==> config.mk <==
export PLATFORM = sky130hd
export DESIGN_NAME = mrs_reset_sequencer
export DESIGN_NICKNAME = d
export VERILOG_FILES = /design/src/design/mrs_delay_counter.v /design/src/design/mrs_reset_sequencer.v
export VERILOG_INCLUDE_DIRS = /design/src /design/src/inc
export SDC_FILE = /design/constraint.sdc
export NUM_CORES = 1
export LEC_CHECK = 0
export BUFFER_PORTS_ARGS = -buffer_cell sky130_fd_sc_hd__buf_2
export CORE_MARGIN = 2
export CORE_UTILIZATION = 48
export CTS_CLUSTER_DIAMETER = 40
export DETAILED_ROUTE_END_ITERATION = 12
export PLACE_DENSITY = 0.88
export SLEW_MARGIN = 20
export SYNTH_ARGS = -nofsm -noshare
export SYNTH_HDL_FRONTEND = slang
export SYNTH_SLANG_ARGS = --single-unit
==> constraint.sdc <==
create_clock -name pclk -period 2.1 [get_ports pclk]
set_clock_uncertainty 0.15 [all_clocks]
set_input_delay 0.42 -clock pclk [delete_from_list [all_inputs] [get_ports pclk]]
set_output_delay 0.42 -clock pclk [all_outputs]
set_load 0.02 [all_outputs]
==> src/inc/mrs_defines.vh <==
// Constants for the reset sequencer: delays, reset values, APB map
`ifndef MRS_DEFINES_VH
`define MRS_DEFINES_VH
`define MRS_CLK_HZ          40000000
`define MRS_SST_CYCLES      11'd1024
`define MRS_OPT_CYCLES      11'd16
`define MRS_PC_RESET        11'h000
`define MRS_SP_TOP          3'h0
`define MRS_INTC_RESET      7'h00
`define MRS_TMRC_RESET      8'h08
`define MRS_PORT_RESET      8'hff
`define MRS_ADDR_CTRL       12'h000
`define MRS_ADDR_STAT       12'h004
`define MRS_ADDR_IRQ_ST     12'h008
`define MRS_ADDR_IRQ_MASK   12'h00c
`define MRS_ADDR_INTC       12'h010
`define MRS_ADDR_TMRC       12'h014
`define MRS_ADDR_PORT       12'h018
`define MRS_ADDR_DIR        12'h01c
`define MRS_ADDR_PC         12'h020
`define MRS_CTRL_HALT       0
`define MRS_CTRL_WDCLR      1
`define MRS_CTRL_WAKE       2
`define MRS_EV_CHIP         0
`define MRS_EV_WARM         1
`define MRS_EV_WAKE         2
`define MRS_EV_DONE         3
`endif

==> src/design/mrs_delay_counter.v <==
// Down counter that times the start-up and option-load delays
`timescale 1ns/1ps
module mrs_delay_counter (
  input  wire        pclk,
  input  wire        presetn,
  input  wire        load,
  input  wire [10:0] load_val,
  output reg         busy_reg,
  output reg         done_reg
);
  reg [10:0] cnt_reg;

  ////////////////////////////////////////////////////////////
  // Load restarts the delay; done pulses on the last count
  always @(posedge pclk or negedge presetn) begin
    if (!presetn) begin
      cnt_reg  <= 11'h000;
      busy_reg <= 1'b0;
      done_reg <= 1'b0;
    end else begin
      done_reg <= 1'b0;
      if (load) begin
        cnt_reg  <= load_val;
        busy_reg <= 1'b1;
      end else if (busy_reg) begin
        if (cnt_reg == 11'h001) begin
          busy_reg <= 1'b0;
          done_reg <= 1'b1;
        end
        cnt_reg <= cnt_reg - 11'h001;
      end
    end
  end
endmodule

==> src/design/mrs_reset_sequencer.v <==
// Reset sequencer: reset sources, start-up and option delays, cause flags, APB registers
`timescale 1ns/1ps
`include "mrs_defines.vh"

// Function
// - A reset starts from the pin in normal run, the pin during halt, or watchdog expiry in normal run.
// - Watchdog expiry during halt gives a warm reset that clears only the program counter and stack pointer.
// - Every non-warm reset returns most registers to initial values while some keep their contents.
// - Power-up clears both flags, a pin reset in run keeps them, a pin wake from halt gives timeout 0 and halt 1.
// - Watchdog expiry sets timeout to 1, keeping halt in run and setting halt when halted.
// - A start-up delay of 1024 clocks follows power-up, watchdog expiry and pin reset.
// - For a system reset the start-up delay runs inside the reset period with the core held in reset.
// - Every wake-up from halt also waits the start-up delay before execution resumes.
// - Power-up, run-mode watchdog expiry and pin reset add an option-load delay, halt wake-up does not.
// - Chip reset sets the program counter to 000H, disables interrupts, stops the timer and makes ports inputs.
// - Chip reset clears the watchdog counter, which counts again once the master reset ends.
// - Chip reset points the stack pointer at the top of the stack.
// - Entering halt sets the halt flag and clears the timeout flag.
// - The halt flag is cleared by power-up and watchdog clear and set by the halt instruction or a pin or watchdog wake from halt.
module mrs_reset_sequencer (
  input  wire        pclk,
  input  wire        presetn,
  input  wire        psel,
  input  wire        penable,
  input  wire        pwrite,
  input  wire [11:0] paddr,
  input  wire [31:0] pwdata,
  output reg  [31:0] prdata,
  output reg         pready,
  output reg         pslverr,
  input  wire        ext_init_pin_n,
  input  wire        wdt_expire,
  output reg         core_reset_reg,
  output reg         halted_reg,
  output reg         watchdog_expired_flag,
  output reg         halt_entered_flag,
  output reg         watchdog_clear_reg,
  output reg  [10:0] pc_reg,
  output reg  [2:0]  stack_pointer,
  output reg  [6:0]  intc_reg,
  output reg  [7:0]  tmrc_reg,
  output reg  [7:0]  port_latch_reg,
  output reg  [7:0]  port_dir_reg,
  output reg         irq
);
  // Sequencer states
  localparam ST_RUN  = 3'd0;
  localparam ST_SST  = 3'd1;
  localparam ST_OPT  = 3'd2;
  localparam ST_WAKE = 3'd3;
  localparam ST_HALT = 3'd4;

  // Delay lengths in clock cycles
  localparam [10:0] SST_LEN = `MRS_SST_CYCLES;
  localparam [10:0] OPT_LEN = `MRS_OPT_CYCLES;

  reg  [2:0]  state_reg;
  reg         pin_s1_reg;
  reg         pin_s2_reg;
  reg         pin_prev_reg;
  reg         wdt_s1_reg;
  reg         wdt_s2_reg;
  reg         wdt_prev_reg;
  reg         pwr_up_reg;
  reg  [3:0]  irq_st_reg;
  reg  [3:0]  irq_mask_reg;
  reg  [3:0]  ev_set;
  reg         dly_load;
  reg  [10:0] dly_val;
  reg         chip_rst;
  reg         warm_rst;
  wire        dly_busy;
  wire        dly_done;
  wire        pin_fall;
  wire        wdt_rise;
  wire        wr_en;
  wire        rd_en;

  // Address decode shared by read and write paths
  function is_mapped;
    input [11:0] a;
    begin
      is_mapped = (a[1:0] == 2'b00) && (a <= `MRS_ADDR_PC);
    end
  endfunction

  mrs_delay_counter u_dly (
    .pclk     (pclk),
    .presetn  (presetn),
    .load     (dly_load),
    .load_val (dly_val),
    .busy_reg (dly_busy),
    .done_reg (dly_done)
  );

  ////////////////////////////////////////////////////////////
  // Pin and watchdog inputs cross in through two flops each
  always @(posedge pclk or negedge presetn) begin
    if (!presetn) begin
      pin_s1_reg   <= 1'b1;
      pin_s2_reg   <= 1'b1;
      pin_prev_reg <= 1'b1;
      wdt_s1_reg   <= 1'b0;
      wdt_s2_reg   <= 1'b0;
      wdt_prev_reg <= 1'b0;
    end else begin
      pin_s1_reg   <= ext_init_pin_n;
      pin_s2_reg   <= pin_s1_reg;
      pin_prev_reg <= pin_s2_reg;
      wdt_s1_reg   <= wdt_expire;
      wdt_s2_reg   <= wdt_s1_reg;
      wdt_prev_reg <= wdt_s2_reg;
    end
  end

  assign pin_fall = pin_prev_reg & ~pin_s2_reg;
  assign wdt_rise = wdt_s2_reg & ~wdt_prev_reg;
  assign wr_en    = psel & penable & pwrite & is_mapped(paddr);
  assign rd_en    = psel & ~penable & ~pwrite;

  ////////////////////////////////////////////////////////////
  // Reset source selection; pin wins over watchdog in the same cycle
  always @* begin
    chip_rst = 1'b0;
    warm_rst = 1'b0;
    dly_load = 1'b0;
    dly_val  = SST_LEN;
    if (pwr_up_reg) begin
      chip_rst = 1'b1;
    end else if (pin_fall) begin
      chip_rst = 1'b1;
    end else if (wdt_rise && state_reg != ST_HALT) begin
      chip_rst = 1'b1;
    end else if (wdt_rise && state_reg == ST_HALT) begin
      warm_rst = 1'b1;
    end
    if (chip_rst || warm_rst) begin
      dly_load = 1'b1;
    end else if (state_reg == ST_HALT && wr_en && paddr == `MRS_ADDR_CTRL && pwdata[`MRS_CTRL_WAKE]) begin
      dly_load = 1'b1;
    end else if (state_reg == ST_SST && dly_done) begin
      dly_load = 1'b1;
      dly_val  = OPT_LEN;
    end
  end

  ////////////////////////////////////////////////////////////
  // Sequencer; after a chip reset the core is held in reset across start-up and option delays
  always @(posedge pclk or negedge presetn) begin
    if (!presetn) begin
      state_reg      <= ST_SST;
      core_reset_reg <= 1'b1;
      halted_reg     <= 1'b0;
      pwr_up_reg     <= 1'b1;
    end else begin
      pwr_up_reg <= 1'b0;
      if (chip_rst) begin
        state_reg      <= ST_SST;
        core_reset_reg <= 1'b1;
        halted_reg     <= 1'b0;
      end else if (warm_rst) begin
        state_reg  <= ST_WAKE;
        halted_reg <= 1'b0;
      end else begin
        case (state_reg)
          ST_SST: begin
            if (dly_done) begin
              state_reg <= ST_OPT;
            end
          end
          ST_OPT: begin
            if (dly_done) begin
              state_reg      <= ST_RUN;
              core_reset_reg <= 1'b0;
            end
          end
          ST_WAKE: begin
            if (dly_done) begin
              state_reg <= ST_RUN;
            end
          end
          ST_RUN: begin
            if (wr_en && paddr == `MRS_ADDR_CTRL && pwdata[`MRS_CTRL_HALT]) begin
              state_reg  <= ST_HALT;
              halted_reg <= 1'b1;
            end
          end
          ST_HALT: begin
            if (dly_load) begin
              state_reg  <= ST_WAKE;
              halted_reg <= 1'b0;
            end
          end
          default: begin
            state_reg <= ST_SST;
          end
        endcase
      end
    end
  end

  ////////////////////////////////////////////////////////////
  // Cause flags; both flags are cleared by the bus reset and again by power-up
  always @(posedge pclk or negedge presetn) begin
    if (!presetn) begin
      watchdog_expired_flag <= 1'b0;
      halt_entered_flag     <= 1'b0;
    end else if (pwr_up_reg) begin
      watchdog_expired_flag <= 1'b0;
      halt_entered_flag     <= 1'b0;
    end else if (pin_fall) begin
      if (state_reg == ST_HALT) begin
        watchdog_expired_flag <= 1'b0;
        halt_entered_flag     <= 1'b1;
      end
    end else if (wdt_rise) begin
      watchdog_expired_flag <= 1'b1;
      if (state_reg == ST_HALT) begin
        halt_entered_flag <= 1'b1;
      end
    end else if (state_reg == ST_RUN && wr_en && paddr == `MRS_ADDR_CTRL) begin
      if (pwdata[`MRS_CTRL_HALT]) begin
        halt_entered_flag     <= 1'b1;
        watchdog_expired_flag <= 1'b0;
      end else if (pwdata[`MRS_CTRL_WDCLR]) begin
        halt_entered_flag <= 1'b0;
      end
    end
  end

  ////////////////////////////////////////////////////////////
  // Functional unit state; warm reset touches only PC and stack pointer
  always @(posedge pclk or negedge presetn) begin
    if (!presetn) begin
      pc_reg             <= `MRS_PC_RESET;
      stack_pointer      <= `MRS_SP_TOP;
      intc_reg           <= `MRS_INTC_RESET;
      tmrc_reg           <= `MRS_TMRC_RESET;
      port_latch_reg     <= `MRS_PORT_RESET;
      port_dir_reg       <= `MRS_PORT_RESET;
      watchdog_clear_reg <= 1'b1;
    end else if (chip_rst) begin
      pc_reg             <= `MRS_PC_RESET;
      stack_pointer      <= `MRS_SP_TOP;
      intc_reg           <= `MRS_INTC_RESET;
      tmrc_reg           <= `MRS_TMRC_RESET;
      port_latch_reg     <= `MRS_PORT_RESET;
      port_dir_reg       <= `MRS_PORT_RESET;
      watchdog_clear_reg <= 1'b1;
    end else if (warm_rst) begin
      pc_reg        <= `MRS_PC_RESET;
      stack_pointer <= `MRS_SP_TOP;
    end else begin
      // Watchdog held clear while the core is in reset, counts after
      watchdog_clear_reg <= core_reset_reg | (wr_en && paddr == `MRS_ADDR_CTRL &&
                            (pwdata[`MRS_CTRL_WDCLR] | pwdata[`MRS_CTRL_HALT]));
      if (wr_en) begin
        case (paddr)
          `MRS_ADDR_INTC: intc_reg       <= pwdata[6:0];
          `MRS_ADDR_TMRC: tmrc_reg       <= {pwdata[7:6], 1'b0, pwdata[4:0]};
          `MRS_ADDR_PORT: port_latch_reg <= pwdata[7:0];
          `MRS_ADDR_DIR:  port_dir_reg   <= pwdata[7:0];
          `MRS_ADDR_PC:   pc_reg         <= pwdata[10:0];
          default: begin
          end
        endcase
      end
    end
  end

  ////////////////////////////////////////////////////////////
  // Event sources for the interrupt status
  always @* begin
    ev_set = 4'h0;
    ev_set[`MRS_EV_CHIP] = chip_rst & ~pwr_up_reg;
    ev_set[`MRS_EV_WARM] = warm_rst;
    ev_set[`MRS_EV_WAKE] = (state_reg == ST_WAKE) & dly_done;
    ev_set[`MRS_EV_DONE] = (state_reg == ST_OPT) & dly_done;
  end

  // Sticky status, write one to clear; a new event beats the clear
  always @(posedge pclk or negedge presetn) begin
    if (!presetn) begin
      irq_st_reg   <= 4'h0;
      irq_mask_reg <= 4'h0;
      irq          <= 1'b0;
    end else begin
      if (wr_en && paddr == `MRS_ADDR_IRQ_ST) begin
        irq_st_reg <= (irq_st_reg & ~pwdata[3:0]) | ev_set;
      end else begin
        irq_st_reg <= irq_st_reg | ev_set;
      end
      if (wr_en && paddr == `MRS_ADDR_IRQ_MASK) begin
        irq_mask_reg <= pwdata[3:0];
      end
      irq <= |(irq_st_reg & irq_mask_reg);
    end
  end

  ////////////////////////////////////////////////////////////
  // APB slave: answers in the first access cycle, read data captured in setup
  always @(posedge pclk or negedge presetn) begin
    if (!presetn) begin
      prdata  <= 32'h00000000;
      pready  <= 1'b0;
      pslverr <= 1'b0;
    end else begin
      pready  <= psel & ~penable;
      pslverr <= psel & ~penable & ~is_mapped(paddr);
      if (rd_en) begin
        case (paddr)
          `MRS_ADDR_CTRL:     prdata <= {29'h0, halted_reg, 2'b00};
          `MRS_ADDR_STAT:     prdata <= {26'h0, state_reg, core_reset_reg,
                                         halt_entered_flag, watchdog_expired_flag};
          `MRS_ADDR_IRQ_ST:   prdata <= {28'h0, irq_st_reg};
          `MRS_ADDR_IRQ_MASK: prdata <= {28'h0, irq_mask_reg};
          `MRS_ADDR_INTC:     prdata <= {25'h0, intc_reg};
          `MRS_ADDR_TMRC:     prdata <= {24'h0, tmrc_reg};
          `MRS_ADDR_PORT:     prdata <= {24'h0, port_latch_reg};
          `MRS_ADDR_DIR:      prdata <= {24'h0, port_dir_reg};
          `MRS_ADDR_PC:       prdata <= {21'h0, pc_reg};
          default:            prdata <= 32'h00000000;
        endcase
      end else if (psel & ~penable) begin
        // Writes return zero data so no stale read value leaks onto the bus
        prdata <= 32'h00000000;
      end
    end
  end
endmodule

==> flow_summary.toml <==
[outcome]
status = "finished, final reports clean"

[power]
p_comb_share_pct = 16.6
seqPwrFrac_pct = 52.1
clkPwrFrac_pct = 31.3
p_int_mw = 2.53
p_switching_mw = 0.996
total_leakage_power_nw = 2.95
swShare_pct = 28.3
peakVddDrop_mv = 0.310
power.density_nw_per_um2 = 571

[synthesis]
synth.area.top_cells = "dfrtp_1, dfstp_2, buf_4"
yosysSeqAreaShare_pct = 46.2
ys.flop_type = "dfrtp_1"
yosysMostFrequentCell = "dfrtp_1"
ys_types = 79
ys_warn_count = 0
synthCells = 472
synth_seq_cells = 91
avgSynthCellArea_um2 = 10.6
synth_edf_count = 0
synth_top_area_share_pct = 33.6
synth_common_cells = "dfrtp_1, nand2_1, buf_4"
async_flop_share_pct = 100
synth_top_area_cell = "dfrtp_1"
syn-cell-area_um2 = 4990

[placement]
dp_hpwl_mm = 10.4
gp_congestion = 0.937
io_buffers = 89

[global_route]
grt_pass1_vias = 4295
antenna_found_initial = 0
grtUsageMet2_pct = 40.6
met1_usage_pct = 33.0
grt_usage_pct = 24.9
grt.overflow.total = 0
grt_pass1_wl_mm = 22.0
busiest_layer = "met2"
grt_max_degree = 37
global_route.usage.met3_pct = 4.84

[worst_setup_path]
cp-end-kind = "flop"
r2r-end = "intc_reg[6]$_DFFE_PN0P_"
arrival_ns = 2.17
r2r_cells = 7
cp.required_ns = 2.23
criticalPathCategory = "flop to flop"
start_kind = "flop"
r2r_start = "state_reg[0]$_DFFE_PN1P_"
rrSetupSlack_ns = 0.07
critPathMaxFanout = 5

[sta]
finalHoldViolations = 0
drv_slew = 0
period_needed_ns = 2.03
rsz0062_at_grt = "false"
fin_crit_sh_pct = 96.8
max_slew_margin_pct = 57.6
hold_ws_ns = 0.0130
fmax_mhz = 492
worst_slew_pin_slew_ns = 0.634
finalSetupViolCount = 0

[floorplanning]
initial_utilization_pct = 48.8
core_area_um2 = 10200
die_w_um = 106
die_h_um = 106
row_count = 37
dieArea_um2 = 11200
io_pins = 136

[clock_tree]
clock_sinks = 91
clk-insertion-delay-late_ns = 0.37
path_clk_slew_ns = 0.09
cts-root-buf = "clkbuf_8"
cts_tree = "done"
cts-htree-levels = 3
clk_path_buf_depth = 2
cts_made_buffers = 9

[drt]
drtPass1Iterations = 5
num_vias = 4494
wirelength_mm = 13.8
wl_per_cell_um = 18.3
dr.first_iter.drc_count = 272
route.detailed.drc = 0
ant_nets = 0
via_per_inst = 5.97

[job]
cap_violations = 0

[final_layout]
nets = 665
drive_gt1_share_pct = 36.3
synthToLayoutAreaGrowth_pct = 23.7
nFillCells = 862
insertedDiodeCount = 0
register_area_um2 = 2310
fin_util_pct = 60.3
multi_input_comb_area_um2 = 2420

[min_path]
whs_path_depth = 1
hp-class = "input port to flop"
hold_start = "wdt_expire"
hold_path_end = "wdt_s1_reg$_DFF_PN0_"
## repair_timing
item                                   in CTS  in global routing
pin swaps                                   1                  5
resized for setup                           1                  7
buffers inserted                            2                  3
hold buffers                                2                  0
endpoints found under the hold margin      17                  0
setup endpoints to repair                  14                 46
## placed cells by master, fill, tap and decap left out, drive strengths merged, types with 4 or more instances in the layout
master,instances
a211oi,7
a22o,13
nor4,10
or4,5
nor2,23
inv,24
or3,4
mux2,4
clkbuf,15
nand2,34
conb,26
nor2b,7
o211ai,18
mux2i,14
a2bb2oi,8
dfrtp,67
and3,8
nand2b,8
dfstp,24
a21oi,7
nand4,20
buf,154
xnor2,7
o21ai,10
nand3,12
a22oi,4
nor3,12
o22a,8
## area by class of cell
cell class | count | area share, %
multi-input combinational | 331 | 39.3
tap | 136 | 2.76
inverter | 23 | 1.40
clock inverter | 1 | 0.142
timing repair buffer | 156 | 16.4
clock buffer | 15 | 2.70
sequential | 91 | 37.4
## worst max path at each step
stage	start	endpoint	slack, ns	cells past startpoint
final	state_reg[0]$_DFFE_PN1P_	intc_reg[6]$_DFFE_PN0P_	0.07	7
after floorplan	pin_s2_reg$_DFF_PN1_	port_latch_reg[2]$_DFFE_PN1P_	0.02	6
after detailed placement	paddr[1]	tmrc_reg[4]$_DFFE_PN0P_	-0.16	6
after global placement	paddr[1]	tmrc_reg[0]$_DFFE_PN0P_	-0.11	6
after global routing	state_reg[0]$_DFFE_PN1P_	intc_reg[6]$_DFFE_PN0P_	0.0008	7
after CTS	pin_s2_reg$_DFF_PN1_	u_dly.cnt_reg[1]$_DFFE_PN0P_	0.004	6
## kinds of logic after synthesis
kind of cell | share of synthesized area, %
buf+inv | 7.77
fa+ha+maj | 0.501
mux | 4.61
compound gates | 19.0
flops | 46.2
simple gates | 20.3
other cells | 0.0751
xor+xnor | 1.58
## metrics by stage
step / setup slack [ns] / power [mW] / area (um^2) / cells / setup TNS (ns)
floorplan: 0.0211 / 2.23 / 5080 / 497 / 0
global placement: -0.113 / 2.41 / 5900 / 731 / -2.72
detailed placement: -0.165 / 2.43 / 5900 / 731 / -4.04
CTS: 0.00358 / 3.52 / 6120 / 751 / 0
global route: 0.000764 / 3.66 / 6170 / 753 / 0
finish: 0.0667 / 3.52 / 6170 / 753 / 0
## power by group through the flow
stage	clock, mW	sequential (mW)	combinational, mW
6_report	1.10	1.84	0.584
5_1_grt	1.18	1.84	0.636
4_1_cts	1.11	1.83	0.572
3_5_place_dp	0	1.87	0.562
3_3_place_gp	0	1.86	0.548
2_1_floorplan	0	1.87	0.366
## worst max-delay path, cell delays in order, from the launching register on
cell	delay [ns]
dfstp_2	0.41
or3b_4	0.44
buf_6	0.15
a211oi_4	0.31
buf_4	0.17
buf_4	0.10
nand2_1	0.06
mux2i_1	0.16
## layer usage
layer	vias to the layer above	part of all wire, %
met3	35	7.8
met5	-	0
li1	2004	-
met2	249	49
met4	0	2.9
met1	2206	41
(Power assumes the default switching activity.)
